### src/pkg/ppwel_pkg.sv
// Package of the posted-write error log: register map, fields, carriers.
// Assumes a 32-bit classic Wishbone register bus and a same-clock PCI master.
package ppwel_pkg;

	// Register byte offsets.
	localparam logic [11:0] OFS_CTL = 12'h140;
	localparam logic [11:0] OFS_ADDR = 12'h144;
	localparam logic [11:0] OFS_DATA = 12'h148;
	localparam logic [11:0] OFS_ISTS = 12'h14c;
	localparam logic [11:0] OFS_IMSK = 12'h150;

	// Field positions in the control and status word.
	localparam int BIT_EN = 31;
	localparam int BIT_ES = 24;
	localparam int BIT_UNL = 23;
	localparam int POS_CMD = 4;
	localparam int POS_BE = 0;

	// Reset and initial values.
	localparam logic RST_EN = 1'b0;
	localparam logic RST_UNL = 1'b0;
	localparam logic RST_ES = 1'b0;
	localparam logic [3:0] INIT_CMD = 4'h7;
	localparam logic [3:0] RST_BE = 4'h0;
	localparam logic [31:0] RST_WORD = 32'h0000_0000;

	// Interrupt events.
	localparam int NUM_EVT = 2;
	localparam int EVT_LOGGED = 0;
	localparam int EVT_DROPPED = 1;
	localparam logic [NUM_EVT-1:0] RST_IRQ = 2'h0;

	// PCI commands that may be posted: memory write and its invalidate form.
	localparam logic [3:0] CMD_MEM_WR = 4'h7;
	localparam logic [3:0] CMD_MEM_WR_INV = 4'hf;

	// Wishbone request as seen by the slave.
	typedef struct packed {
		logic cyc;
		logic stb;
		logic we;
		logic [3:0] sel;
		logic [11:0] adr;
		logic [31:0] dat;
	} ppwel_wb_req_t;

	// End of a posted write on PCI, as reported by the master logic.
	typedef struct packed {
		logic done;
		logic posted;
		logic target_abort;
		logic master_abort;
		logic [3:0] cmd;
		logic [3:0] be_n;
		logic [31:0] addr;
		logic [31:0] data;
	} ppwel_pm_evt_t;

	// Contents of the error log.
	typedef struct packed {
		logic es;
		logic [3:0] cmd;
		logic [3:0] be;
		logic [31:0] addr;
		logic [31:0] data;
	} ppwel_log_t;

endpackage

### src/design/ppwel_capture.sv
// Error log capture: freezes one failed posted write until cleared.
// Assumes the event input is synchronous to clk_i and valid for one cycle.
`timescale 1ns/1ps
module ppwel_capture (
	// Clock, reset, enable.
	input wire logic clk_i,
	input wire logic rst_i,
	input wire logic ce_i,
	// Control.
	input wire logic en_i,
	input wire logic clr_i,
	input wire ppwel_pkg::ppwel_pm_evt_t evt_i,
	// Results.
	output ppwel_pkg::ppwel_log_t log_o,
	output logic logged_o,
	output logic dropped_o
);
	ppwel_pkg::ppwel_log_t log_q = '{es: ppwel_pkg::RST_ES,
		cmd: ppwel_pkg::INIT_CMD, be: ppwel_pkg::RST_BE,
		addr: ppwel_pkg::RST_WORD, data: ppwel_pkg::RST_WORD};
	ppwel_pkg::ppwel_log_t log_d;
	logic failed;
	logic mem_wr;
	logic take;

	// Decide whether an abort is logged; a clear in the same cycle reopens
	// the log so that the new error is not lost.
	always_comb begin
		mem_wr = (evt_i.cmd == ppwel_pkg::CMD_MEM_WR) ||
			(evt_i.cmd == ppwel_pkg::CMD_MEM_WR_INV);
		failed = evt_i.done && evt_i.posted && mem_wr &&
			(evt_i.target_abort || evt_i.master_abort);
		take = failed && en_i && (!log_q.es || clr_i);
		log_d = log_q;
		if (clr_i) begin
			log_d.es = 1'b0;
		end
		if (take) begin
			log_d.es = 1'b1;
			log_d.cmd = evt_i.cmd;
			log_d.be = evt_i.be_n;
			log_d.addr = evt_i.addr;
			log_d.data = evt_i.data;
		end
		logged_o = take;
		dropped_o = failed && !take;
	end

	// Log register; the command field keeps its value across reset.
	always_ff @(posedge clk_i) begin
		if (rst_i) begin
			log_q.es <= ppwel_pkg::RST_ES;
			log_q.be <= ppwel_pkg::RST_BE;
			log_q.addr <= ppwel_pkg::RST_WORD;
			log_q.data <= ppwel_pkg::RST_WORD;
		end else if (ce_i) begin
			log_q <= log_d;
		end
	end

	assign log_o = log_q;
endmodule

### src/design/ppwel_irq.sv
// Sticky interrupt status with write-one-to-clear and a mask of one layout.
// Assumes event pulses and register writes are synchronous to clk_i.
`timescale 1ns/1ps
module ppwel_irq #(
	parameter int N = 2
) (
	// Clock, reset, enable.
	input wire logic clk_i,
	input wire logic rst_i,
	input wire logic ce_i,
	// Events and software access.
	input wire logic [N-1:0] evt_i,
	input wire logic [N-1:0] gate_i,
	input wire logic sts_wr_i,
	input wire logic msk_wr_i,
	input wire logic [N-1:0] wdat_i,
	// State.
	output logic [N-1:0] sts_o,
	output logic [N-1:0] msk_o,
	output logic irq_o
);
	typedef struct packed {
		logic [N-1:0] sts;
		logic [N-1:0] msk;
		logic irq;
	} ppwel_irq_state_t;

	ppwel_irq_state_t s_q;
	ppwel_irq_state_t s_d;
	logic [N-1:0] clr;

	// A new event wins over a clear written in the same cycle.
	always_comb begin
		clr = sts_wr_i ? wdat_i : '0;
		s_d = s_q;
		s_d.sts = (s_q.sts & ~clr) | evt_i;
		if (msk_wr_i) begin
			s_d.msk = wdat_i;
		end
		s_d.irq = |(s_d.sts & s_d.msk & gate_i);
	end

	// State register.
	always_ff @(posedge clk_i) begin
		if (rst_i) begin
			s_q <= '0;
		end else if (ce_i) begin
			s_q <= s_d;
		end
	end

	assign sts_o = s_q.sts;
	assign msk_o = s_q.msk;
	assign irq_o = s_q.irq;
endmodule

### src/design/ppwel_top.sv
// Posted-write error log register bank with a classic Wishbone slave.
// Assumes the PCI master logic and the bus share clk_i; no crossing.
//
// Chosen here: the Wishbone interface to the registers.
`timescale 1ns/1ps
module ppwel_top (
	// Clock, reset, enable.
	input wire logic clk_i,
	input wire logic rst_i,
	input wire logic ce_i,
	// Wishbone slave.
	input wire ppwel_pkg::ppwel_wb_req_t wb_i,
	output logic [31:0] wb_dat_o,
	output logic wb_ack_o,
	// PCI master completion reports.
	input wire ppwel_pkg::ppwel_pm_evt_t pm_i,
	// Status to the bridge.
	output logic suspend_o,
	output logic es_int_o,
	output logic irq_o
);
	// Control state of the register bank.
	typedef struct packed {
		logic en;
		logic unl;
		logic ack;
		logic [31:0] rdat;
		logic suspend;
		logic es_int;
	} ppwel_top_state_t;

	ppwel_top_state_t s_q;
	ppwel_top_state_t s_d;
	ppwel_pkg::ppwel_log_t log;
	logic req;
	logic wr;
	logic hit_ctl;
	logic hit_ists;
	logic hit_imsk;
	logic es_clr;
	logic logged;
	logic dropped;
	logic [ppwel_pkg::NUM_EVT-1:0] evts;
	logic [ppwel_pkg::NUM_EVT-1:0] gate;
	logic [ppwel_pkg::NUM_EVT-1:0] ists;
	logic [ppwel_pkg::NUM_EVT-1:0] imsk;
	logic irq;
	logic [31:0] ctl_word;

	// Address decode; a new request is taken once per ack.
	always_comb begin
		req = wb_i.cyc && wb_i.stb && !s_q.ack;
		wr = req && wb_i.we;
		hit_ctl = wb_i.adr == ppwel_pkg::OFS_CTL;
		hit_ists = wb_i.adr == ppwel_pkg::OFS_ISTS;
		hit_imsk = wb_i.adr == ppwel_pkg::OFS_IMSK;
		es_clr = wr && hit_ctl && wb_i.sel[3] &&
			wb_i.dat[ppwel_pkg::BIT_ES];
	end

	// Log capture and freeze.
	ppwel_capture u_capture (
		.clk_i(clk_i),
		.rst_i(rst_i),
		.ce_i(ce_i),
		.en_i(s_q.en),
		.clr_i(es_clr),
		.evt_i(pm_i),
		.log_o(log),
		.logged_o(logged),
		.dropped_o(dropped)
	);

	// Interrupt events; the logged event is gated by the enable bit.
	always_comb begin
		evts = '0;
		evts[ppwel_pkg::EVT_LOGGED] = logged;
		evts[ppwel_pkg::EVT_DROPPED] = dropped;
		gate = '1;
		gate[ppwel_pkg::EVT_LOGGED] = s_d.en;
	end

	// Sticky interrupt status and mask.
	ppwel_irq #(
		.N(ppwel_pkg::NUM_EVT)
	) u_irq (
		.clk_i(clk_i),
		.rst_i(rst_i),
		.ce_i(ce_i),
		.evt_i(evts),
		.gate_i(gate),
		.sts_wr_i(wr && hit_ists && wb_i.sel[0]),
		.msk_wr_i(wr && hit_imsk && wb_i.sel[0]),
		.wdat_i(wb_i.dat[ppwel_pkg::NUM_EVT-1:0]),
		.sts_o(ists),
		.msk_o(imsk),
		.irq_o(irq)
	);

	// Control and status word; logged byte enables read zero with flag clear, the command field does not.
	always_comb begin
		ctl_word = '0;
		ctl_word[ppwel_pkg::BIT_EN] = s_q.en;
		ctl_word[ppwel_pkg::BIT_ES] = log.es;
		ctl_word[ppwel_pkg::BIT_UNL] = s_q.unl;
		ctl_word[ppwel_pkg::POS_CMD +: 4] = log.cmd;
		ctl_word[ppwel_pkg::POS_BE +: 4] =
			log.es ? log.be : '0;
	end

	// Next state: register writes, read data, ack and status outputs.
	always_comb begin
		s_d = s_q;
		s_d.ack = req;
		if (wr && hit_ctl && wb_i.sel[3]) begin
			s_d.en = wb_i.dat[ppwel_pkg::BIT_EN];
		end
		if (wr && hit_ctl && wb_i.sel[2]) begin
			s_d.unl = wb_i.dat[ppwel_pkg::BIT_UNL];
		end
		if (req && !wb_i.we) begin
			case (wb_i.adr)
				ppwel_pkg::OFS_CTL: begin
					s_d.rdat = ctl_word;
				end
				ppwel_pkg::OFS_ADDR: begin
					s_d.rdat = log.es ? log.addr : '0;
				end
				ppwel_pkg::OFS_DATA: begin
					s_d.rdat = log.es ? log.data : '0;
				end
				ppwel_pkg::OFS_ISTS: begin
					s_d.rdat = {30'h0, ists};
				end
				ppwel_pkg::OFS_IMSK: begin
					s_d.rdat = {30'h0, imsk};
				end
				default: begin
					s_d.rdat = '0;
				end
			endcase
		end
		// Flag value one cycle ahead, so outputs follow it without lag, except a clear and a new error in one cycle lag by one cycle.
		s_d.suspend = (log.es || logged) && !es_clr && !s_d.unl;
		s_d.es_int = (log.es || logged) && !es_clr && s_d.en;
	end

	// State register.
	always_ff @(posedge clk_i) begin
		if (rst_i) begin
			s_q.en <= ppwel_pkg::RST_EN;
			s_q.unl <= ppwel_pkg::RST_UNL;
			s_q.ack <= 1'b0;
			s_q.rdat <= ppwel_pkg::RST_WORD;
			s_q.suspend <= 1'b0;
			s_q.es_int <= 1'b0;
		end else if (ce_i) begin
			s_q <= s_d;
		end
	end

	assign wb_dat_o = s_q.rdat;
	assign wb_ack_o = s_q.ack;
	assign suspend_o = s_q.suspend;
	assign es_int_o = s_q.es_int;
	assign irq_o = irq;
endmodule

### config.mk
export PLATFORM = sky130hd
export DESIGN_NAME = ppwel_top
export DESIGN_NICKNAME = d
export VERILOG_FILES = /design/src/pkg/ppwel_pkg.sv /design/src/design/ppwel_capture.sv /design/src/design/ppwel_irq.sv /design/src/design/ppwel_top.sv
export SDC_FILE = /design/constraint.sdc
export NUM_CORES = 1
export LEC_CHECK = 0
export ABC_AREA = 1
export BUFFER_PORTS_ARGS = -buffer_cell sky130_fd_sc_hd__buf_4
export CORE_ASPECT_RATIO = 1.75
export CORE_MARGIN = 1.5
export CORE_UTILIZATION = 40
export CTS_CLUSTER_DIAMETER = 120
export DETAILED_ROUTE_END_ITERATION = 7
export PLACE_DENSITY_LB_ADDON = 0.12
export SETUP_SLACK_MARGIN = 0.4
export SYNTH_ARGS = -nofsm -noshare
export SYNTH_HDL_FRONTEND = slang
export SYNTH_SLANG_ARGS = --single-unit
export TNS_END_PERCENT = 30
### constraint.sdc
create_clock -name clk_i -period 3.5 [get_ports clk_i]
set_clock_uncertainty 0.2 [all_clocks]
set_input_delay 0.525 -clock clk_i [delete_from_list [all_inputs] [get_ports clk_i]]
set_output_delay 0.525 -clock clk_i [all_outputs]
set_load 0.02 [all_outputs]
==> flow_summary.yaml, run 1 <==
outcome:
  status: "complete, no violations"
floorplanning:
  start_util_pct: 40.96
  core_um2: 11940
  fp-row-count: 53
  io_pins: 166
  die_w_um: 86.58
  die-area_um2: 12920
  die_y_um: 149.3
routing:
  drt_iter0_markers: 188
  drt_pass1_iterations: 4
  drc: 0
  routed_wl_um: 13110
  wl_per_cell_um: 14.39
  postRouteAntennaNets: 0
  vias: 4609
  via_per_inst: 5.059
synthesis:
  syn-num-nets: 768
  synth_area_leaders: "dfxtp_1 (45%), a21oi_1 (11%), nand2_1 (8.0%)"
  async_flop_share_pct: 0
  synth_area_um2: 4890
  yosys.area.top_type: "dfxtp_1"
  synth_edf_count: 4
  netlist.area_leader.share_pct: 45.45
  synth_seq_area_share_pct: 47.90
  ys_warn_count: 0
  synthFlopType: "dfxtp_1"
  ys_ff_latch: 115
  synth_cells: 638
  syn-mean-instance-area_um2: 7.664
  ys_types: 36
sta:
  fin_ws_ps: 1100
  rsz0062_at_grt: "no"
  fmax_mhz: 416.7
  report.final.setup_viol: 0
  worst_slew_pin_slew_ps: 845.7
  finalCriticalPeriod_ps: 2400
  tns_ps: 0
  slew_viol_final: 0
  finalHoldViolCount: 0
  slew_headroom_pct: 43.54
  finalCritPeriodShare_pct: 68.56
grt:
  grt_antenna_before_repair: 0
  grt_pass1_vias: 4537
  track_usage_pct: 20.99
  grt_max_degree: 57
  grt_pass1_wl_um: 21060
  grt-ovfl-total: 0
clock_network:
  cts_tree: "yes"
  cts-root-buf: "clkbuf_16"
  clk_latency_ps: 400
  ctsLongestPathBuffers: 2
  numCtsBuffers: 17
  post_cts_buffers: 0
  cts_htree_levels: 4
  hold_buffers: 0
  ctsResizeCount: 0
  clk_pin_slew_ps: 50
  cts.sinks: 115
setup_path:
  crit_path_start_kind: "primary input"
  critPathKind: "in -> reg"
  worst-path-max-fanout: 54
  endpoint_kind: "register"
  required_ps: 3580
  arrival_ps: 2480
final_layout:
  final_layout_size_suffix_gt1_share_pct: 25.45
  n_antenna_cell: 0
  nets: 891
  n_fill_cell: 1165
  syn2layout_area_growth_pct: 34.03
placement:
  dpl.hpwl_um: 8943
  place_ws_ps: 671.0
  place_congestion: 0.8112
  port_buffers: 137
power_and_ir_drop:
  ir_worst_vdd_mv: 0.4447
  leakagePower_nw: 2.581
  cellPowerDensity_nw_per_um2: 511.6
run:
  maxCapViolations: 0
min_path:
  hold_path.class: "in -> reg"
-- layout by cell type (no fill, tap or decap), types with 3 or more instances in the layout --
cell type and instances:
clkbuf_16 17, bufinv_16 4, edfxtp_1 4, dfxtp_1 111, buf_4 141, nor3_1 4
a21oi_1 106, inv_1 89, nand3_1 18, nor2_1 22, nand2_1 104, inv_2 5
o21ai_0 40, o22ai_1 27, nor2_2 3, nand4_1 4, clkinv_4 3, o21ai_1 39
clkbuf_8 3
-- final timing paths --
path	start	endpoint	slack, ps	cells past startpoint
worst max-delay path	wb_i[33]	u_capture.log_o[10]	1100	10
worst min-delay path	pm_i[71]	u_capture.log_o[71]	100	1
worst max register to register	wb_ack_o	u_capture.log_o[10]	1130	9
worst min register to register	u_capture.log_o[36]	u_capture.log_o[36]	240	2
-- worst max-delay path: stages --
cell and delay [ps]:
buf_4 110, nor2_2 150, nand3_2 180, nor2_8 240
nand4_4 140, nand2_4 110, nand3_4 370, buf_12 350
o21ai_0 200, a21oi_1 60
-- flip-flops by register name, summed over array words and instances (netlist names) --
signal,cells
u_capture.log_o,73
wb_dat_o,32
ctl_word,2
u_irq.msk_o,2
u_irq.sts_o,2
es_int_o,1
suspend_o,1
u_irq.irq_o,1
wb_ack_o,1
-- Yosys cell counts (2+ instances only) --
| cell type | number |
|---|---|
| a21oi_1 | 106 |
| nand2_1 | 104 |
| edfxtp_1 | 4 |
| a21oi_2 | 2 |
| inv_2 | 4 |
| o22ai_1 | 27 |
| inv_1 | 89 |
| clkbuf_1 | 23 |
| o21ai_0 | 40 |
| buf_6 | 12 |
| nor2_4 | 2 |
| nand2_2 | 2 |
| dfxtp_1 | 111 |
| nor2_1 | 22 |
| nor3_1 | 4 |
| buf_4 | 3 |
| clkinv_1 | 2 |
| o21ai_1 | 39 |
| nand4_1 | 4 |
| nor2_2 | 3 |
| nand3_1 | 18 |
| o221ai_1 | 2 |
| o211ai_1 | 2 |
-- logic make-up after synthesis --
logic type	synth area share (%)
AOI/OAI and AO/OA	24.03
and+or+nand+nor	15.69
buffers and inverters	12.38
DFF	47.90
-- power by group --
part	leakage (nW)	switching, W	internal [W]	total [W]
clock	0.317	0.000602	0.00125	0.00185
sequential	0.931	0.00000391	0.00132	0.00133
combinational	1.33	0.0000822	0.0000941	0.000176
total	2.58	0.000688	0.00266	0.00335
-- layout make-up --
type,count,area (um2),area share (%)
Sequential cell,115,2342,35.74
Timing Repair Buffer,143,1099,16.76
Clock buffer,20,466.7,7.121
Tap cell,137,171.4,2.615
Multi-Input combinational cell,389,1942,29.63
Clock inverter,12,176.4,2.692
Inverter,95,356.6,5.441
-- layer usage --
metal | GRT usage (%) | up-vias | part of all wire (%)
met5 | 0 | - | 0
met4 | 7.500 | 0 | 1.9
met3 | 5.147 | 18 | 4.9
met2 | 38.05 | 119 | 53
met1 | 23.36 | 2119 | 40
li1 | - | 2353 | -
-- per-stage QoR --
step	std cells	cell area [um2]	utilization [%]	hold slack, ps	power, W
5_1_grt	911	6554	54.91	91.62	0.003467
3_3_place_gp	879	5911	49.52	235.1	0.001530
6_report	911	6554	54.91	100.5	0.003353
2_1_floorplan	638	4890	-	224.2	0.001416
3_5_place_dp	879	5911	49.52	237.9	0.001532
4_1_cts	911	6554	54.91	89.59	0.003378
(Power assumes the default switching activity.)
==> run 2, diff against run 1 <==
--- a/config.mk
+++ b/config.mk
@@ -5,7 +5,7 @@
 export SDC_FILE = /design/constraint.sdc
 export NUM_CORES = 1
 export LEC_CHECK = 0
-export ABC_AREA = 1
+export ABC_AREA = 0
 export BUFFER_PORTS_ARGS = -buffer_cell sky130_fd_sc_hd__buf_4
 export CORE_ASPECT_RATIO = 1.75
 export CORE_MARGIN = 1.5
==> constraint.sdc (replaced) <==
create_clock -name clk_i -period 2.5 [get_ports clk_i]
set_clock_uncertainty 0.2 [all_clocks]
set_input_delay 0.375 -clock clk_i [delete_from_list [all_inputs] [get_ports clk_i]]
set_output_delay 0.375 -clock clk_i [all_outputs]
set_load 0.02 [all_outputs]
==> flow_summary.yaml, run 2 <==
final_layout:
  final_layout_size_suffix_gt1_share_pct: 32.64
  largest_reg_flops: 73
  fin_cells: 806
  n_fill_cell: 1008
  syn2layout_area_growth_pct: 51.37
  layout_common_cells: "buf_4 (154), dfxtp_1 (111), nor2_1 (101)"
  final_common_cell: "buf_4"
  nets: 790
  n_antenna_cell: 0
floorplanning:
  io_pins: 166
  start_util_pct: 40.95
  die-area_um2: 12480
  core_um2: 11520
  die_y_um: 146.6
  die_w_um: 85.08
  fp-row-count: 52
routing:
  drt_iter0_markers: 140
  via_per_inst: 5.277
  drt_pass1_iterations: 7
  vias: 4253
  wl_per_cell_um: 17.06
  postRouteAntennaNets: 0
  routed_wl_um: 13750
  drc: 8
grt:
  track_usage_pct: 22.07
  grt_max_degree: 54
  grt-ovfl-total: 0
  grt_pass1_wl_um: 21220
  grt_pass1_vias: 4387
  grt_antenna_before_repair: 0
setup_path:
  reg2reg_depth: 7
  critPathKind: "in -> reg"
  slowest_stage: "or4b_4"
  cpMostUsedCell: "buf_6"
  r2r_start: "ctl_word[31]"
  critPathBufInv: 3
  cp_top_family: "simple AND/OR/NAND/NOR gates"
  r2r_end: "u_capture.log_o[63]"
  cpPeakStageDelay_ps: 540
  arrival_ps: 2470
  r2r_slack_ps: 180
  crit_path_start_kind: "primary input"
  critical_path.cell_chain: "buf_6, or4b_4, buf_6, nor4_4, buf_4, and3_1, mux2i_1, o21ai_1, o21a_1"
  worst-path-max-fanout: 3
  required_ps: 2600
  endpoint_kind: "register"
synthesis:
  ys_ff_latch: 115
  syn-num-nets: 608
  yosysMostFrequentCell: "dfxtp_1"
  synth_cells: 478
  ys_top_cells_by_count: "dfxtp_1 (111), nor2_1 (102), mux2i_1 (77), a22oi_1 (37), a2bb2oi_1 (22)"
  synthFlopType: "dfxtp_1"
  netlist.area_leader.share_pct: 47.12
  synth_area_um2: 4716
  yosys.area.top_type: "dfxtp_1"
  async_flop_share_pct: 0
  ys_types: 43
  syn-mean-instance-area_um2: 9.866
  synth_seq_area_share_pct: 49.67
  synth_area_leaders: "dfxtp_1 (47%), mux2i_1 (16%), nor2_1 (8.1%)"
  synth_edf_count: 4
  ys_warn_count: 0
power_and_ir_drop:
  ir_worst_vdd_mv: 0.4737
  leakagePower_nw: 3.377
  cellPowerDensity_nw_per_um2: 625.0
sta:
  tns_ps: 0
  finalCritPeriodShare_pct: 94.89
  report.final.setup_viol: 0
  fmax_mhz: 421.6
  finalHoldViolCount: 0
  worst_slew_pin_slew_ps: 788.2
  slew_headroom_pct: 47.05
  rsz0062_at_grt: "yes"
  slew_viol_final: 0
  finalCriticalPeriod_ps: 2372
clock_network:
  cts_tree: "yes"
  cts-root-buf: "clkbuf_16"
  ctsLongestPathBuffers: 2
  clk_latency_ps: 400
  cts_htree_levels: 4
  cts.sinks: 115
  clk_pin_slew_ps: 60
  numCtsBuffers: 17
outcome:
  failed_checks: "design-rule violations"
  status: "finished, violations left"
min_path:
  min_from: "pm_i[48]"
  hold_path.class: "in -> reg"
  whs_path_depth: 3
  min_to: "u_capture.log_o[48]"
placement:
  dpl.hpwl_um: 8927
  port_buffers: 137
  place_inst: 741
  place_congestion: 0.8209
run:
  maxCapViolations: 0
-- run 2: cell types whose count changed after synthesis, moves of 32 or more --
| cell | delta |
|---|---|
| nor2_1 | +80 |
| a21oi_1 | -102 |
| nand2_1 | -96 |
| o21ai_1 | -32 |
| inv_1 | -83 |
| a22oi_1 | +36 |
| o21ai_0 | -32 |
| mux2i_1 | +77 |
-- run 2: timing repair --
action | in CTS | in global routing
endpoints found under the setup margin | 109 | 114
setup buffers | 6 | 1
hold buffers | 21 | 1
pin swaps | 10 | 7
gates cloned | 4 | 2
endpoints found under the hold margin | 21 | 1
gates resized for setup | 23 | 3
-- run 2: per-stage QoR --
stage	utilization [%]	hold WS (ps)	area (um2)	total power [W]	setup slack, ps
after floorplan	-	244.4	4765	0.001973	-87.34
after global placement	52.50	260.4	6046	0.002137	-268.1
after detailed placement	52.50	265.0	6046	0.002141	-307.7
after CTS	61.27	0.2061	7056	0.004493	160.3
after global routing	61.98	2.214	7138	0.004601	66.87
final	61.98	9.206	7138	0.004462	127.9
-- run 2: worst register-to-register path, delay by kind of cell, from the launching register on --
family / cells / cell delay (ps)
and+or+nand+nor: 3 / 930
DFF: 1 / 450
buffers and inverters: 3 / 430
muxes: 1 / 170
-- run 2: how the worst max path moves through the flow --
stage              from                 end  slack, ps  cells after the start
2_1_floorplan  wb_i[32]        wb_dat_o[10]        -90                      8
3_3_place_gp   wb_i[32]        wb_dat_o[23]       -270                      9
3_5_place_dp   wb_i[32]        wb_dat_o[23]       -310                      9
4_1_cts        wb_i[42]        wb_dat_o[23]        160                     10
5_1_grt        wb_i[42]  u_capture.log_o[5]         70                     10
6_report       wb_i[42]         u_irq.irq_o        130                      9
-- run 2: power breakdown --
| part | internal [W] | switching, W | leakage, nW |
|---|---|---|---|
| Sequential | 0.00185 | 0.00000679 | 0.931 |
| Clock | 0.00152 | 0.000809 | 0.279 |
| Combinational | 0.000163 | 0.000111 | 2.17 |
| Total | 0.00353 | 0.000927 | 3.38 |
-- run 2: logic make-up after synthesis --
logic type | after synthesis | share of synthesized area (%)
buffers and inverters | 43 | 4.271
AO/OA/AOI/OAI | 93 | 14.65
flip-flops | 115 | 49.67
AND/OR/NAND/NOR | 150 | 15.07
multiplexers | 77 | 16.34
-- run 2: area by class of cell --
type / count / area (um2) / share of cell area (%)
Sequential cell: 115 / 2342 / 32.81
Timing Repair Buffer: 200 / 1804 / 25.28
Inverter: 6 / 22.52 / 0.3155
Clock inverter: 7 / 70.07 / 0.9816
Multi-Input combinational cell: 320 / 2221 / 31.11
Tap cell: 135 / 168.9 / 2.366
Clock buffer: 23 / 509.2 / 7.134
-- run 2: layer usage --
layer / up-vias / routed length, um / track usage (%)
met5: - / 0 / 0
met3: 18 / 615 / 5.314
li1: 2073 / - / -
met1: 2047 / 5203 / 22.56
met4: 0 / 323 / 10.33
met2: 115 / 7608 / 41.11
==> run 3, diff against run 2 <==
--- a/config.mk
+++ b/config.mk
@@ -7,7 +7,7 @@
 export LEC_CHECK = 0
 export ABC_AREA = 0
 export BUFFER_PORTS_ARGS = -buffer_cell sky130_fd_sc_hd__buf_4
-export CORE_ASPECT_RATIO = 1.75
+export CORE_ASPECT_RATIO = 2
 export CORE_MARGIN = 1.5
 export CORE_UTILIZATION = 40
 export CTS_CLUSTER_DIAMETER = 120
==> constraint.sdc (replaced) <==
create_clock -name clk_i -period 2.26 [get_ports clk_i]
set_clock_uncertainty 0.2 [all_clocks]
set_input_delay 0.339 -clock clk_i [delete_from_list [all_inputs] [get_ports clk_i]]
set_output_delay 0.339 -clock clk_i [all_outputs]
set_load 0.02 [all_outputs]
==> flow_summary.yaml, run 3 (synthesis gave the netlist of run 2 again) <==
outcome:
  status: "finished, violations left"
  failed_checks: "negative setup slack"
min_path:
  hold_path.class: "in -> reg"
  min_to: "u_capture.log_o[27]"
  min_from: "pm_i[27]"
  whs_path_depth: 3
grt:
  grt-ovfl-total: 0
  grt_pass1_vias: 4565
  grt_max_degree: 41
  track_usage_pct: 23.08
  grt_antenna_before_repair: 0
  grt_pass1_wl_um: 22050
run:
  maxCapViolations: 0
floorplanning:
  io_pins: 166
  die_w_um: 79.78
  die-area_um2: 12490
  core_um2: 11630
  fp-row-count: 56
  die_y_um: 156.6
  start_util_pct: 40.54
power_and_ir_drop:
  p_clk_share_pct: 51.4
  leakagePower_nw: 3.620
  p_sw_share_pct: 21.77
  pwr-share-comb_pct: 7.7
  seqPwrFrac_pct: 40.9
  p_int_w: 0.003937
  power.total_w: 0.005033
  cellPowerDensity_nw_per_um2: 639.6
  ir_worst_vdd_mv: 0.5425
  p_sw_w: 0.001096
setup_path:
  critical_path.cell_chain: "buf_6, or4b_4, buf_6, nor4_4, buf_4, and3_4, mux2i_4, o21ai_1, o21a_1"
  cpPeakStageDelay_ps: 530
  worst-path-max-fanout: 5
  arrival_ps: 2380
  cp_top_family: "simple AND/OR/NAND/NOR gates"
  endpoint_kind: "register"
  critPathBufInv: 3
  r2r_start: "wb_ack_o"
  crit_path_start_kind: "primary input"
  required_ps: 2350
  r2r_end: "wb_dat_o[23]"
  critPathKind: "in -> reg"
  r2r_slack_ps: 160
  reg2reg_depth: 6
  slowest_stage: "or4b_4"
  cpMostUsedCell: "buf_6"
sta:
  finalCriticalPeriod_ps: 2288
  tns_ps: -211.0
  worst_slew_pin_slew_ps: 470.8
  rsz0062_at_grt: "yes"
  finalCritPeriodShare_pct: 101.2
  fmax_mhz: 437.1
  report.final.setup_viol: 14
  finalHoldViolCount: 0
  slew_headroom_pct: 68.61
  fin_ws_ps: -27.96
  whs_ps: 16.49
  slew_viol_final: 0
final_layout:
  regArea_um2: 2344
  multiInputGateArea_um2: 2389
  largest_reg_flops: 73
  fin_cells: 877
  n_antenna_cell: 0
  n_fill_cell: 921
  syn2layout_area_growth_pct: 66.86
  final_common_cell: "buf_4"
  nets: 849
  layout_common_cells: "buf_4 (163), dfxtp_1 (110), nor2_1 (101)"
  final_layout_size_suffix_gt1_share_pct: 35.52
routing:
  drt_iter0_markers: 201
  drc: 0
  routed_wl_um: 14880
  wl_per_cell_um: 16.97
  vias: 4471
  drt_pass1_iterations: 4
  postRouteAntennaNets: 0
  via_per_inst: 5.098
clock_network:
  ctsLongestPathBuffers: 2
  clk_pin_slew_ps: 50
  numCtsBuffers: 17
  clk_latency_ps: 410
  cts_htree_levels: 4
  cts_tree: "yes"
  cts-root-buf: "clkbuf_16"
  cts.sinks: 115
placement:
  dpl.hpwl_um: 9148
  place_inst: 759
  place_ws_ps: -439.7
  port_buffers: 137
  place_congestion: 0.8889
## run 3: changes by cell type in the layout (fill, tap and decap cells not counted), moves of 3 or more
cell / previous run / this run
dlygate4sd3_1: 22 / 71
a22oi_2: 1 / 21
buf_6: 8 / 11
clkinv_4: 0 / 3
clkinv_2: 1 / 4
a22oi_1: 36 / 16
buf_4: 154 / 163
buf_16: 3 / 0
clkbuf_8: 4 / 1
mux2i_1: 77 / 74
## run 3: worst max path at each step
| stage | end | from | cells past startpoint |
|---|---|---|---|
| finish | u_irq.irq_o | wb_i[32] | 9 |
| global route | u_irq.irq_o | wb_i[32] | 9 |
| CTS | wb_dat_o[23] | wb_i[42] | 10 |
| detailed placement | wb_dat_o[9] | wb_i[32] | 9 |
| global placement | wb_dat_o[6] | wb_i[32] | 9 |
| floorplan | wb_dat_o[10] | wb_i[32] | 8 |
## run 3: what timing repair did
action                                 CTS  global route
setup endpoints to repair              113           114
cloned                                   1             5
gates resized for setup                 19            37
buffers inserted                         5             4
endpoints found under the hold margin   71             0
pin swaps                               14            41
hold buffers                            71             0
## run 3: layer usage
layer	wire, um	track usage (%)	vias to the layer above
met4	374	9.688	0
met5	0	0	-
met2	8468	43.91	117
met3	565	5.190	26
li1	-	-	2201
met1	5472	23.33	2127
## run 3: per-stage QoR
step | cell area, um2 | util [%]
2_1_floorplan | 4765 | -
3_3_place_gp | 6106 | 52.50
3_5_place_dp | 6106 | 52.50
4_1_cts | 7531 | 64.75
5_1_grt | 7869 | 67.65
6_report | 7869 | 67.65
## run 3: area by class of cell
| type | instances | share of cell area [%] |
|---|---|---|
| clock inverter | 13 | 1.733 |
| sequential | 115 | 29.78 |
| inverter | 6 | 0.2862 |
| multi-input combinational | 320 | 30.35 |
| clock buffer | 19 | 5.629 |
| tap | 145 | 2.306 |
| timing repair buffer | 259 | 29.91 |
## run 3: power by group through the flow
stage               Combinational, W  Clock, W  Sequential [W]
floorplan                  0.0000815         0         0.00210
global placement            0.000269         0         0.00210
detailed placement          0.000273         0         0.00210
CTS                         0.000376   0.00264         0.00206
global route                0.000411   0.00273         0.00206
finish                      0.000387   0.00259         0.00206
## run 3: worst register-to-register path, cell delays in order (launching register included)
cell      delay, ps
dfxtp_2         330
and3b_1         230
nand3b_1        230
a2111o_1        500
buf_4           250
o21ai_1         150
nor2b_2         140
